## src/design/serial_tx_defines.svh

```systemverilog
`ifndef SERIAL_TX_DEFINES_SVH
`define SERIAL_TX_DEFINES_SVH

// ----------
// Byte timing (bit clock is ref_clk_i, one serial bit per cycle)
// ----------
`define SERTX_PHASE_LAST 4'h9
`define SERTX_PHASE_FIRST 4'h0
`define SERTX_BYTE_CLK_HIGH 4'h5
`define SERTX_RP_LOW_FIRST 4'h2
`define SERTX_RP_LOW_LAST 4'h6

// ----------
// Register map (byte addresses) and control fields
// ----------
`define SERTX_ADDR_W 12
`define SERTX_ADDR_CTRL 12'h000
`define SERTX_ADDR_STATUS 12'h004
`define SERTX_ADDR_DATA_CNT 12'h008
`define SERTX_ADDR_COMMA_CNT 12'h00c
`define SERTX_ADDR_VIOL_CNT 12'h010
`define SERTX_ADDR_LOOP_CNT 12'h014
`define SERTX_CTRL_BYPASS_BIT 0
`define SERTX_CTRL_BIST_BIT 1
`define SERTX_CTRL_OFF_BIT 2
`define SERTX_STAT_RD_BIT 0
`define SERTX_STAT_BIST_BIT 1
`define SERTX_STAT_COMMA_BIT 2
`define SERTX_CTRL_RESET 3'h0

// ----------
// Code constants
// ----------
`define SERTX_K28_5_BYTE 8'hbc
`define SERTX_VIOL_NEG 10'h278
`define SERTX_VIOL_POS 10'h187
`define SERTX_LFSR_SEED 9'h000
`define SERTX_LFSR_VIOL_STATE 9'h1c0

`endif

```

## src/design/serial_tx_pkg.sv

```systemverilog
package serial_tx_pkg;

    // One character held by the input register
    typedef struct packed {
        logic violation;
        logic special;
        logic [7:0] data;
    } tx_char_t;

    // Software control bits
    typedef struct packed {
        logic output_off;
        logic bist_enable;
        logic bypass;
    } tx_ctrl_t;

    // Source of the input register, Gray coded along normal -> start -> run
    typedef enum logic [1:0] {
        ST_NORMAL = 2'b00,
        ST_BIST_START = 2'b01,
        ST_BIST_RUN = 2'b11
    } tx_state_t;

endpackage : serial_tx_pkg

```

## src/design/tx_encoder.sv

```systemverilog
`timescale 1ns/1ns
`include "serial_tx_defines.svh"

// ----------------------------------------------------------------------------
// Combinational 8b/10b encoder; word bit 9 is code bit a
// ----------------------------------------------------------------------------
module tx_encoder (
    input wire serial_tx_pkg::tx_char_t char_i,
    input wire logic comma_i,
    input wire logic bypass_i,
    input wire logic rd_i,
    output logic [9:0] word_o,
    output logic rd_o,
    output logic viol_o
);

    // 5b/6b table, negative running disparity column, abcdei
    function automatic logic [5:0] map6(input logic [4:0] x);
        logic [5:0] c;
        case (x)
            5'd0: c = 6'b100111;  5'd1: c = 6'b011101;  5'd2: c = 6'b101101;
            5'd3: c = 6'b110001;  5'd4: c = 6'b110101;  5'd5: c = 6'b101001;
            5'd6: c = 6'b011001;  5'd7: c = 6'b111000;  5'd8: c = 6'b111001;
            5'd9: c = 6'b100101;  5'd10: c = 6'b010101; 5'd11: c = 6'b110100;
            5'd12: c = 6'b001101; 5'd13: c = 6'b101100; 5'd14: c = 6'b011100;
            5'd15: c = 6'b010111; 5'd16: c = 6'b011011; 5'd17: c = 6'b100011;
            5'd18: c = 6'b010011; 5'd19: c = 6'b110010; 5'd20: c = 6'b001011;
            5'd21: c = 6'b101010; 5'd22: c = 6'b011010; 5'd23: c = 6'b111010;
            5'd24: c = 6'b110011; 5'd25: c = 6'b100110; 5'd26: c = 6'b010110;
            5'd27: c = 6'b110110; 5'd28: c = 6'b001110; 5'd29: c = 6'b101110;
            5'd30: c = 6'b011110; default: c = 6'b101011;
        endcase
        return c;
    endfunction : map6

    // 3b/4b table, negative column, fghj
    function automatic logic [3:0] map4(input logic [2:0] y);
        logic [3:0] c;
        case (y)
            3'd0: c = 4'b1011; 3'd1: c = 4'b1001; 3'd2: c = 4'b0101; 3'd3: c = 4'b1100;
            3'd4: c = 4'b1101; 3'd5: c = 4'b1010; 3'd6: c = 4'b0110; default: c = 4'b1110;
        endcase
        return c;
    endfunction : map4

    function automatic logic [2:0] ones6(input logic [5:0] v);
        logic [2:0] n;
        n = 3'h0;
        for (int i = 0; i < 6; i++) begin
            n = n + {2'b00, v[i]};
        end
        return n;
    endfunction : ones6

    logic [7:0] d;
    logic k, k28, k_ok, bal6, rd6, alt;
    logic [5:0] c6;
    logic [3:0] c4;

    // Comma substitution when nothing was loaded
    assign d = comma_i ? `SERTX_K28_5_BYTE : char_i.data;
    assign k = comma_i | char_i.special;
    assign k28 = k && (d[4:0] == 5'd28);
    assign k_ok = k28 || (d[7:5] == 3'd7 && (d[4:0] == 5'd23 || d[4:0] == 5'd27
                  || d[4:0] == 5'd29 || d[4:0] == 5'd30));

    // Six-bit block: complement under positive disparity when unbalanced or D7
    always_comb begin
        c6 = k28 ? 6'b001111 : map6(d[4:0]);
        bal6 = (ones6(c6) == 3'd3);
        if (rd_i && (!bal6 || d[4:0] == 5'd7)) begin
            c6 = ~c6;
        end
        rd6 = bal6 ? rd_i : ~rd_i;
    end

    // Four-bit block, alternate .7 avoids run lengths of five
    always_comb begin
        alt = (d[7:5] == 3'd7) && (k || (!rd6 && (d[4:0] == 5'd17 || d[4:0] == 5'd18
              || d[4:0] == 5'd20)) || (rd6 && (d[4:0] == 5'd11 || d[4:0] == 5'd13
              || d[4:0] == 5'd14)));
        c4 = alt ? 4'b0111 : map4(d[7:5]);
        if ((rd6 && (d[7:5] == 3'd0 || d[7:5] == 3'd3 || d[7:5] == 3'd4 || d[7:5] == 3'd7))
            || (k28 && !rd6 && (d[7:5] == 3'd1 || d[7:5] == 3'd2 || d[7:5] == 3'd5
            || d[7:5] == 3'd6))) begin
            c4 = ~c4;
        end
    end

    // Output select: bypass, forced or illegal violation, or normal code
    always_comb begin
        viol_o = 1'b0;
        if (bypass_i) begin
            word_o = {char_i.data[0], char_i.data[1], char_i.data[2], char_i.data[3],
                      char_i.data[4], char_i.data[5], char_i.data[6], char_i.data[7],
                      char_i.special, char_i.violation};
            rd_o = rd_i;
        end else if (!comma_i && (char_i.violation || (k && !k_ok))) begin
            word_o = rd_i ? `SERTX_VIOL_POS : `SERTX_VIOL_NEG;
            rd_o = rd_i;
            viol_o = 1'b1;
        end else begin
            word_o = {c6, c4};
            rd_o = (d[7:5] == 3'd0 || d[7:5] == 3'd4 || d[7:5] == 3'd7) ? ~rd6 : rd6;
        end
    end

endmodule : tx_encoder

```

## src/design/tx_shifter.sv

```systemverilog
`timescale 1ns/1ns

// ----------------------------------------------------------------------------
// Ten-bit serialiser with three registered line outputs
// ----------------------------------------------------------------------------
module tx_shifter (
    input wire logic ref_clk_i,
    input wire logic srst_i,
    input wire logic load_i,
    input wire logic [9:0] word_i,
    input wire logic off_i,
    output logic first_o,
    output logic second_o,
    output logic loop_o
);

    logic [9:0] shift;
    logic next_bit;

    // Bit a leaves first, one bit per clock
    assign next_bit = load_i ? word_i[9] : shift[9];

    always_ff @(posedge ref_clk_i) begin
        if (srst_i) begin
            shift <= 10'h000;
        end else if (load_i) begin
            shift <= {word_i[8:0], 1'b0};
        end else begin
            shift <= {shift[8:0], 1'b0};
        end
    end

    // Gating is not aligned to bytes, so a word may be cut mid-way
    always_ff @(posedge ref_clk_i) begin
        if (srst_i) begin
            first_o <= 1'b0;
            second_o <= 1'b0;
            loop_o <= 1'b0;
        end else begin
            first_o <= next_bit & ~off_i;
            second_o <= next_bit & ~off_i;
            loop_o <= next_bit;
        end
    end

endmodule : tx_shifter

```

## src/design/serial_8b10b_transmitter.sv

```systemverilog
// Operation
// - Each byte tick the input register takes data, special flag and violation bit.
// - Immediate load enable low at a tick loads the inputs at that tick.
// - Next load enable low at a tick loads the inputs at the following tick.
// - With no enable asserted, that byte time carries the K28.5 comma; in bypass the code resends the held register bits unencoded instead.
// - Self-test turns the input register into a 511-state pseudo-random generator.
// - Special flag selects the control code table, otherwise the data table.
// - Violation bit replaces the encoding with a fixed code-violation symbol.
// - Bypass mode sends the ten input bits unencoded as one word.
// - In bypass, bit a is shifted out first, then code order.
// - Shifter loads one word per byte time and sends ten bits.
// - Shifter load timing comes only from the internal byte counter.
// - All three lines carry one stream; output-off forces the first two low.
// - The loopback line ignores output-off and always carries the stream.
// - Output-off acts within bit times, regardless of byte boundaries.
// - A byte-rate read pulse from the byte counter feeds asynchronous FIFOs.
// - Read pulse width and phase depend only on the internal counter.
//
// Local design decisions: the APB register port and the placing of the registers.
`timescale 1ns/1ns
`include "serial_tx_defines.svh"

module serial_8b10b_transmitter #(
    parameter int CNT_W = 16
) (
    input wire logic ref_clk_i,
    input wire logic srst_i,
    input wire logic psel_i,
    input wire logic penable_i,
    input wire logic pwrite_i,
    input wire logic [`SERTX_ADDR_W-1:0] paddr_i,
    input wire logic [31:0] pwdata_i,
    output logic [31:0] prdata_o,
    output logic pready_o,
    output logic pslverr_o,
    input wire logic [7:0] parallel_byte_in_i,
    input wire logic special_char_flag_i,
    input wire logic violation_force_i,
    input wire logic load_enable_now_n_i,
    input wire logic load_enable_next_n_i,
    output logic byte_clock_o,
    output logic fifo_read_pulse_n_o,
    output logic serial_drive_first_o,
    output logic serial_drive_second_o,
    output logic serial_drive_loopback_o
);

    // ------------------------------------------------------------------------
    // Elaboration checks
    // ------------------------------------------------------------------------
    if (CNT_W < 1 || CNT_W > 32) begin : g_bad_cnt_w
        $error("CNT_W must lie between 1 and 32");
    end

    // ------------------------------------------------------------------------
    // Declarations
    // ------------------------------------------------------------------------
    serial_tx_pkg::tx_ctrl_t ctrl;
    serial_tx_pkg::tx_state_t state;
    serial_tx_pkg::tx_state_t next_state;
    serial_tx_pkg::tx_char_t char_q;
    serial_tx_pkg::tx_char_t next_char;
    logic [3:0] phase;
    logic byte_tick;
    logic enn_pending;
    logic load_now;
    logic comma_q;
    logic [8:0] lfsr;
    logic [8:0] next_lfsr;
    logic rd;
    logic enc_rd;
    logic enc_viol;
    logic [9:0] enc_word;
    logic [CNT_W-1:0] data_cnt;
    logic [CNT_W-1:0] comma_cnt;
    logic [CNT_W-1:0] viol_cnt;
    logic [CNT_W-1:0] loop_cnt;
    logic apb_setup;
    logic apb_write;
    logic [31:0] status;
    logic [32:0] rd_word;

    // Counter step shared by the statistics registers
    function automatic logic [CNT_W-1:0] bump(input logic [CNT_W-1:0] v,
                                              input logic inc,
                                              input logic clr);
        logic [CNT_W-1:0] r;
        r = clr ? {CNT_W{1'b0}} : v;
        if (inc) begin
            r = r + CNT_W'(1);
        end
        return r;
    endfunction : bump

    // Address decode for reads; unmapped offsets report an error
    function automatic logic [32:0] read_word(input logic [`SERTX_ADDR_W-1:0] a,
                                              input logic [32*4-1:0] cnts,
                                              input logic [31:0] ctl,
                                              input logic [31:0] st);
        logic [32:0] r;
        r = {1'b0, 32'h0000_0000};
        if (a == `SERTX_ADDR_CTRL) begin
            r[31:0] = ctl;
        end else if (a == `SERTX_ADDR_STATUS) begin
            r[31:0] = st;
        end else if (a == `SERTX_ADDR_DATA_CNT) begin
            r[31:0] = cnts[31:0];
        end else if (a == `SERTX_ADDR_COMMA_CNT) begin
            r[31:0] = cnts[63:32];
        end else if (a == `SERTX_ADDR_VIOL_CNT) begin
            r[31:0] = cnts[95:64];
        end else if (a == `SERTX_ADDR_LOOP_CNT) begin
            r[31:0] = cnts[127:96];
        end else begin
            r[32] = 1'b1;
        end
        return r;
    endfunction : read_word

    // ------------------------------------------------------------------------
    // Byte counter and byte-rate outputs
    // ------------------------------------------------------------------------

    // Free-running ten-cycle byte timer; nothing on the pins moves it
    always_ff @(posedge ref_clk_i) begin
        if (srst_i || phase == `SERTX_PHASE_LAST) begin
            phase <= `SERTX_PHASE_FIRST;
        end else begin
            phase <= phase + 4'h1;
        end
    end

    assign byte_tick = (phase == `SERTX_PHASE_LAST);

    // Read pulse and byte clock decoded from the counter only, never from inputs
    always_ff @(posedge ref_clk_i) begin
        if (srst_i) begin
            fifo_read_pulse_n_o <= 1'b1;
            byte_clock_o <= 1'b0;
        end else begin
            fifo_read_pulse_n_o <= !(phase >= `SERTX_RP_LOW_FIRST
                                     && phase <= `SERTX_RP_LOW_LAST);
            byte_clock_o <= (phase < `SERTX_BYTE_CLK_HIGH);
        end
    end

    // ------------------------------------------------------------------------
    // Input register: normal loading or self-test generator
    // ------------------------------------------------------------------------

    // Next-cycle enable is remembered for exactly one byte tick
    always_ff @(posedge ref_clk_i) begin
        if (srst_i) begin
            enn_pending <= 1'b0;
        end else if (byte_tick) begin
            enn_pending <= !load_enable_next_n_i;
        end
    end

    assign load_now = !load_enable_now_n_i || enn_pending;

    // XNOR feedback keeps the all-zero seed legal; all-ones is never reached
    assign next_lfsr = {lfsr[7:0], ~(lfsr[8] ^ lfsr[4])};

    // Source selection for the input register
    always_comb begin
        next_state = serial_tx_pkg::ST_NORMAL;
        case (state)
            serial_tx_pkg::ST_NORMAL: begin
                if (ctrl.bist_enable) begin
                    next_state = serial_tx_pkg::ST_BIST_START;
                end
            end
            default: begin
                if (ctrl.bist_enable) begin
                    next_state = serial_tx_pkg::ST_BIST_RUN;
                end
            end
        endcase
    end

    always_ff @(posedge ref_clk_i) begin
        if (srst_i) begin
            state <= serial_tx_pkg::ST_NORMAL;
        end else if (byte_tick) begin
            state <= next_state;
        end
    end

    // Generator restarts from the seed on every entry, so loops are repeatable
    always_ff @(posedge ref_clk_i) begin
        if (srst_i) begin
            lfsr <= `SERTX_LFSR_SEED;
        end else if (byte_tick) begin
            if (next_state == serial_tx_pkg::ST_BIST_START) begin
                lfsr <= `SERTX_LFSR_SEED;
            end else if (next_state == serial_tx_pkg::ST_BIST_RUN) begin
                lfsr <= next_lfsr;
            end
        end
    end

    // Character chosen for the next byte time
    always_comb begin
        next_char = char_q;
        if (next_state != serial_tx_pkg::ST_NORMAL) begin
            next_char.data = (next_state == serial_tx_pkg::ST_BIST_START)
                             ? 8'(`SERTX_LFSR_SEED) : next_lfsr[7:0];
            next_char.special = (next_state == serial_tx_pkg::ST_BIST_START)
                                ? 1'b0 : next_lfsr[8];
            next_char.violation = (next_state == serial_tx_pkg::ST_BIST_RUN)
                                  && (next_lfsr == `SERTX_LFSR_VIOL_STATE);
        end else if (load_now) begin
            next_char.data = parallel_byte_in_i;
            next_char.special = special_char_flag_i;
            next_char.violation = violation_force_i;
        end
    end

    always_ff @(posedge ref_clk_i) begin
        if (srst_i) begin
            char_q <= '0;
            comma_q <= 1'b1;
        end else if (byte_tick) begin
            char_q <= next_char;
            comma_q <= (next_state == serial_tx_pkg::ST_NORMAL) && !load_now;
        end
    end

    // ------------------------------------------------------------------------
    // Encoder, disparity and shifter
    // ------------------------------------------------------------------------
    tx_encoder u_encoder (
        .char_i(char_q),
        .comma_i(comma_q),
        .bypass_i(ctrl.bypass),
        .rd_i(rd),
        .word_o(enc_word),
        .rd_o(enc_rd),
        .viol_o(enc_viol)
    );

    // Disparity advances only when a word is handed to the shifter
    always_ff @(posedge ref_clk_i) begin
        if (srst_i) begin
            rd <= 1'b0;
        end else if (byte_tick) begin
            rd <= enc_rd;
        end
    end

    tx_shifter u_shifter (
        .ref_clk_i(ref_clk_i),
        .srst_i(srst_i),
        .load_i(byte_tick),
        .word_i(enc_word),
        .off_i(ctrl.output_off),
        .first_o(serial_drive_first_o),
        .second_o(serial_drive_second_o),
        .loop_o(serial_drive_loopback_o)
    );

    // ------------------------------------------------------------------------
    // APB slave: zero wait states, read data captured in the setup cycle
    // ------------------------------------------------------------------------
    assign apb_setup = psel_i && !penable_i;
    assign apb_write = psel_i && penable_i && pwrite_i;
    assign pready_o = 1'b1;

    always_ff @(posedge ref_clk_i) begin
        if (srst_i) begin
            ctrl <= `SERTX_CTRL_RESET;
        end else if (apb_write && paddr_i == `SERTX_ADDR_CTRL) begin
            ctrl.bypass <= pwdata_i[`SERTX_CTRL_BYPASS_BIT];
            ctrl.bist_enable <= pwdata_i[`SERTX_CTRL_BIST_BIT];
            ctrl.output_off <= pwdata_i[`SERTX_CTRL_OFF_BIT];
        end
    end

    // Statistics; an event in the clearing cycle still counts
    always_ff @(posedge ref_clk_i) begin
        if (srst_i) begin
            data_cnt <= '0;
            comma_cnt <= '0;
            viol_cnt <= '0;
            loop_cnt <= '0;
        end else begin
            data_cnt <= bump(data_cnt, byte_tick && !comma_q,
                             apb_write && paddr_i == `SERTX_ADDR_DATA_CNT);
            comma_cnt <= bump(comma_cnt, byte_tick && comma_q,
                              apb_write && paddr_i == `SERTX_ADDR_COMMA_CNT);
            viol_cnt <= bump(viol_cnt, byte_tick && enc_viol,
                             apb_write && paddr_i == `SERTX_ADDR_VIOL_CNT);
            loop_cnt <= bump(loop_cnt, byte_tick && state == serial_tx_pkg::ST_BIST_RUN
                             && next_lfsr == `SERTX_LFSR_SEED,
                             apb_write && paddr_i == `SERTX_ADDR_LOOP_CNT);
        end
    end

    // Read data and error latched at setup, stable through the access phase
    always_comb begin
        status = 32'h0000_0000;
        status[`SERTX_STAT_RD_BIT] = rd;
        status[`SERTX_STAT_BIST_BIT] = (state != serial_tx_pkg::ST_NORMAL);
        status[`SERTX_STAT_COMMA_BIT] = comma_q;
        rd_word = read_word(paddr_i, {32'(loop_cnt), 32'(viol_cnt), 32'(comma_cnt),
                            32'(data_cnt)}, {29'h0, ctrl}, status);
    end

    always_ff @(posedge ref_clk_i) begin
        if (srst_i) begin
            prdata_o <= 32'h0000_0000;
            pslverr_o <= 1'b0;
        end else if (apb_setup) begin
            prdata_o <= pwrite_i ? 32'h0000_0000 : rd_word[31:0];
            pslverr_o <= rd_word[32];
        end
    end

endmodule : serial_8b10b_transmitter

```

## config.mk

```make
export PLATFORM = sky130hd
export DESIGN_NAME = serial_8b10b_transmitter
export DESIGN_NICKNAME = d
export VERILOG_FILES = /design/src/design/serial_tx_pkg.sv /design/src/design/tx_encoder.sv /design/src/design/tx_shifter.sv /design/src/design/serial_8b10b_transmitter.sv
export VERILOG_INCLUDE_DIRS = /design/src /design/src/design
export SDC_FILE = /design/constraint.sdc
export NUM_CORES = 1
export LEC_CHECK = 0
export ABC_AREA = 1
export BUFFER_PORTS_ARGS = -buffer_cell sky130_fd_sc_hd__buf_2
export CAP_MARGIN = 40
export CORE_MARGIN = 3
export CORE_UTILIZATION = 45
export CTS_CLUSTER_DIAMETER = 120
export DETAILED_ROUTE_END_ITERATION = 7
export SLEW_MARGIN = 0
export SYNTH_ARGS = -nofsm -noshare
export SYNTH_HDL_FRONTEND = slang
export SYNTH_SLANG_ARGS = --single-unit
export TNS_END_PERCENT = 50
```

## constraint.sdc

```tcl
create_clock -name ref_clk_i -period 10.16 [get_ports ref_clk_i]
set_clock_uncertainty 0.1 [all_clocks]
set_input_delay 2.032 -clock ref_clk_i [delete_from_list [all_inputs] [get_ports ref_clk_i]]
set_output_delay 2.032 -clock ref_clk_i [all_outputs]
set_load 0.05 [all_outputs]
```

### Yosys cells after proc, flatten, opt, wreduce, memory -nomap -nowiden

Memory sizes are Yosys's and may differ from the RTL's.
Cells that the tools add are included.

| cells by class | value |
|---|---|
| $add $sub $neg | 10 |
| order comparisons | 3 |
| equal/unequal tests | 30 |
| muxes and demuxes | 45 |
| bitwise gates (word level) | 11 |
| reduce and logical (&&, ||, !) cells | 71 |

Operators by type and width:

| operator | count |
|---|---|
| two-way mux 16 bit | 14 |
| adder 16 x 1 -> 16 bit, second input constant | 4 |
| two-way mux 10 bit | 6 |
| == test 5 bit, second input constant | 8 |
| two-way mux 32 bit | 1 |
| case mux 4 bit (7 select lines) | 1 |
| logical AND 1 bit | 27 |
| == test 12 x 4 -> 1 bit, second input constant | 2 |
| == test 12 x 5 -> 1 bit, second input constant | 2 |
| logical OR 1 bit | 23 |
| two-way mux 9 bit | 2 |
| two-way mux 8 bit | 2 |
| == test 5 x 4 -> 1 bit, second input constant | 3 |
| two-way mux 1 bit | 13 |
| adder 3 x 1 -> 3 bit | 4 |
| == test 12 x 3 -> 1 bit, second input constant | 1 |
| == test 3 bit, second input constant | 4 |
| zero test 12 bit | 1 |
| two-way mux 6 bit | 2 |
| == test 3 x 2 -> 1 bit, second input constant | 3 |
| == test 9 bit, second input constant | 1 |
| zero test 1 bit | 9 |
| zero test 9 bit | 1 |
| two-way mux 4 bit | 2 |
| 22 further kinds | 34 |

| storage, ports and cells | value |
|---|---|
| register bits after elaboration | 142 |
| bits in read-only memories | 192 |
| input bits | 61 |
| output and inout bits | 39 |
| logic and storage cells | 194 |
| memories kept | 1 |

Memories:

| name | words | bits a word | rd ports | clocked after Yosys merged registers in | write ports | RTL line | RTL |
|---|---|---|---|---|---|---|---|
| (name not given) | 32 | 6 | 1 | 0 | 0 | tx_encoder.sv:20 | `case (x)` |

### Logic depth before layout (Yosys ltp)

| depth | value |
|---|---|
| depth in word-level cells | 23 |
| mapped depth | 29 |

### By module

A second synthesis with hierarchy kept.

| second synthesis, totals | value |
|---|---|
| cell total of the unflattened synthesis | 1222 |
| area total of the unflattened synthesis | 7888.8 sq um |

By module, submodules not included:

| module | instances | cells an instance | area an instance (sq um) | seq. area each (sq um) |
|---|---|---|---|---|
| serial_8b10b_transmitter | 1 | 941 | 6238.5 | 2282.2 |
| tx_encoder | 1 | 233 | 1258.7 | 0.0 |
| tx_shifter | 1 | 48 | 391.6 | 220.2 |

### Worst setup path before layout

No wires, ideal clock.

| path | value |
|---|---|
| path kind | register -> register |
| start point | register comma_q |
| end point | register u_shifter.shift[2] |
| setup time | 119 ps |
| data arrival time | 4504 ps |
| data required time | 9941 ps |
| slack | 5437 ps |
| stages on the path, launching flop included | 25 |
| cells stage by stage | dfxtp_1 > buf_6 > nor2_1 > inv_1 > ha_1 > inv_1 > o22ai_1 > or2_2 > o21ai_1 > inv_1 > ha_1 > fa_1 > inv_1 > fa_1 > inv_1 > fa_1 > nand3b_1 > xor2_1 > nand3_1 > o21ai_2 > inv_1 > nand2_1 > a21oi_1 > o21ai_0 > nand2_1 |

| on the way | value |
|---|---|
| word-level cells in the longest chain between the ends | 22 |
| elaborated cells on any way between the ends | 68 |
| those cells by class | add/sub (5); eq/ne (19); mux (9); bitwise (2); reduce/logical (32); memory (1) |

RTL lines:

| what | RTL line | RTL |
|---|---|---|
| from (decl) | serial_8b10b_transmitter.sv:67 | `logic comma_q;` |
| from (signal assigned) | serial_8b10b_transmitter.sv:226 | `comma_q <= (next_state == serial_tx_pkg::ST_NORMAL) && !load_now;` |
| branches (longest 19 deep; another with memory (32 x 6 bit)) | -- |  |
| two-way mux 10 bit (*) | tx_encoder.sv:98 | `end else if (!comma_i && (char_i.violation \|\| (k && !k_ok))) begin` |
| two-way mux 10 bit (*) | tx_encoder.sv:93 | `if (bypass_i) begin` |
| two-way mux 10 bit (*) | tx_shifter.sv:26 | `end else if (load_i) begin` |
| to (signal assigned) | tx_shifter.sv:27 | `shift <= {word_i[8:0], 1'b0};` |
| to (signal assigned) | tx_shifter.sv:29 | `shift <= {shift[8:0], 1'b0};` |
| to (decl) | tx_shifter.sv:17 | `logic [9:0] shift;` |

Every way passes the cells marked *.
A chain may end at the register's enable or synchronous reset.

### Final worst setup path

| path | value |
|---|---|
| start point | register comma_q |
| end point | register u_shifter.shift[3] |

The elaborated chain is that of the path after synthesis.

==> flow_metrics.tcl <==
set metrics [dict create \
    initial_utilization_pct 46.5 \
    critical_path_peak_fanout 9 \
    clock.fmax_mhz 187 \
    grt_util_all_layers_pct 23.6 \
    dominant_synthesized_flop_cell "dfxtp_1" \
    die_x_um 137 \
    drv_cap 0 \
    ys_ff_latch 125 \
    cellLeakagePower_uw 0.00373 \
    die_height_um 137 \
    final_antenna_diode_count 0 \
    drt-total-wl_um 21700 \
    cts_made_buffers 17 \
    pwr_density_cell_nw_per_um2 134 \
    dp_hpwl_um 16200 \
    resized_after_cts 0 \
    setup_viol 0 \
    die-area_um2 18900 \
    grt_antenna_before_repair 0 \
    rsz0062_at_grt "no" \
    routedWlPerCell_um 14.7 \
    clk_root_buffer_cell "clkbuf_16" \
    synth_cell_type_count 46 \
    synth_edf_count 0 \
    dr.first_iter.drc_count 616 \
    total_negative_setup_slacks_ps 0 \
    slew_viol_final 0 \
    clk_pin_slew_worst_paths_ps 60 \
    timing.final.crit_period_ps 5340 \
    finalHoldViolations 0 \
    cts.hold.buffers_added 0 \
    core.rowCount 47 \
    postLayoutCoreUtil_pct 51.8 \
    ant_nets 0 \
    place.gp.congestion 0.913 \
    hp-class "reg2reg" \
    setup.worst_path.end_class "register" \
    drc 0 \
    first_global_vias 6882 \
    fraction_of_layout_instances_using_a_drive_strength_above_1_pct 11.4 \
    io_pins 100 \
    area.growth.synth_to_final_pct 11.4 \
    vias_per_inst 5.19 \
    clock_sinks 125 \
    asyncSetResetFlopFracSynth_pct 0 \
    path_class "reg2reg" \
    outcome "completed" \
    vias 7629 \
    port_buffers 53 \
    ys_warnings 0 \
    synth_area_per_cell_um2 6.47 \
    global_route.overflow_total 0 \
    clk_path_buf_depth 2 \
    worst_slew_pin_slew_ps 669 \
    cts_tree "yes" \
    floorplan.core_area_um2 16700 \
    htree_levels 4 \
    post_cts_buffers 0 \
    clock_latency_ps 430 \
    layout.nets 1317 \
    syn_area_um2 7760 \
    critical_path_required_ps 10360 \
    synth_cells 1199 \
    seq_area_frac_synth_pct 32.2 \
    critPathLaunchType "register" \
    worst_slew_margin_rel_pct 55.2 \
    layout_worst_path_cycle_share_pct 52.5 \
    drt_pre_antenna_iters 6 \
    irDropWorstVdd_mv 0.120 \
    pin_count_of_the_biggest_net_entering_global_routing 55 \
    first_pass_grt_wire_length_um 35000 \
    cp_data_arrival_time_ps 5540 \
]
## cell usage in the layout, fill, tap and decap left out, types with 13 or more instances in the layout
cell | synthesis | final
a21oi_1 | 90 | 90
a211oi_1 | 13 | 13
ha_1 | 17 | 17
buf_2 | 4 | 53
nor2_1 | 141 | 141
nand4_1 | 22 | 22
nand2_1 | 281 | 281
clkbuf_16 | 0 | 17
conb_1 | 2 | 17
nand3_1 | 93 | 93
inv_2 | 13 | 13
inv_1 | 142 | 142
o211ai_1 | 14 | 14
o21ai_0 | 77 | 77
nor3_1 | 18 | 18
dfxtp_1 | 125 | 125
## through the flow
stage                     area [um^2]  std cells  power (uW)  setup slack (ps)  hold WS, ps
final                            8640       1469        1160              4820          321
after global routing             8640       1469        1190              4400          342
after CTS                        8640       1469        1170              4820          322
after detailed placement         8060       1437         560              4870          308
after global placement           8060       1436         559              4920          299
after floorplan                  7820       1214         549              5440          291
## area by class of cell
type	instances	area (um^2)
repair buffers	56	288
fillers	1728	8060
clock inverters	7	85.1
clock buffers	25	495
well taps	220	275
inverters	158	597
flip-flops and latches	125	2500
multi-input cells	878	4400
## flip-flops by register name (all words and copies together) (netlist names), 3 cells and up
name / count
char_q: 10
comma_cnt: 16
ctrl: 3
data_cnt: 16
lfsr: 9
loop_cnt: 16
phase: 4
prdata_o: 16
u_shifter.shift: 9
viol_cnt: 16
## critical path: stages, from the launching register on
cell and delay (ps):
dfxtp_1 450, nor2_1 430, inv_1 180, ha_1 260, inv_1 100, o22ai_1 100, or2_2 280, o21ai_1 180
inv_1 80, ha_1 320, fa_1 540, inv_1 60, fa_1 400, inv_1 70, fa_1 400, nand3b_1 170
xor2_1 320, nand3_1 140, o21ai_2 140, xnor2_1 160, nor2_1 60, o21ai_0 190, nand2_1 80
## synthesized netlist by cell type (3+ instances only)
master	number	area, um^2
nand2_1	281	1050
o22ai_1	5	31.3
nand3_2	7	70.1
nand4_1	22	138
clkbuf_1	22	82.6
a221oi_1	11	96.3
ha_1	17	213
fa_1	3	60.1
nand3b_1	4	30.0
o21ai_1	4	20.0
xor2_1	5	43.8
a211oi_1	13	97.6
buf_6	3	33.8
nor4_1	3	18.8
o2111ai_1	3	26.3
nor2_4	6	67.6
inv_2	13	48.8
nand2_2	8	50.1
inv_1	142	533
o221ai_1	3	26.3
xnor2_1	3	26.3
dfxtp_1	125	2500
nor3_1	18	90.1
o21ai_0	77	385
a21oi_1	90	450
nor2_1	141	529
o21ai_2	3	26.3
o211ai_1	14	105
buf_2	4	20.0
nor2_2	11	68.8
nor3_2	4	40.0
nand3_1	93	465
buf_4	24	180
## path summary, 6_finish.rpt
path                                  from                            end  slack [ps]  cells after the start
max                   comma_q$_SDFFE_PP1P_  u_shifter.shift[3]$_SDFF_PP0_        4820                     22
min          u_shifter.shift[1]$_SDFF_PP0_  u_shifter.shift[2]$_SDFF_PP0_         320                      2
max reg2reg           comma_q$_SDFFE_PP1P_  u_shifter.shift[3]$_SDFF_PP0_        4820                     22
min reg2reg  u_shifter.shift[1]$_SDFF_PP0_  u_shifter.shift[2]$_SDFF_PP0_         320                      2
## logic make-up after synthesis
family	after synthesis	share of synthesized area, %
flops	125	32.2
compound gates	227	16.7
buf+inv	211	11.8
other cells	2	0.0968
xor+xnor	8	0.903
fa+ha+maj	20	3.51
simple gates	606	34.7
## metal layers
metal  track usage [%]  vias up  wire [um]  part of all wire (%)
met5                 0        -          0                     0
met4              6.93        0        337                   1.6
met3              4.27       29       1120                   5.2
met2              35.9      209       9490                    44
met1              34.2     3407      10700                    49
li1                  -     3984          -                     -
## power breakdown
group | total (uW) | switching, uW | internal, uW
clock | 606 | 222 | 385
sequential | 495 | 1.81 | 493
combinational | 55.0 | 42.9 | 12.1
total | 1160 | 266 | 890
Note: power is estimated with default switching activity, not from simulation.
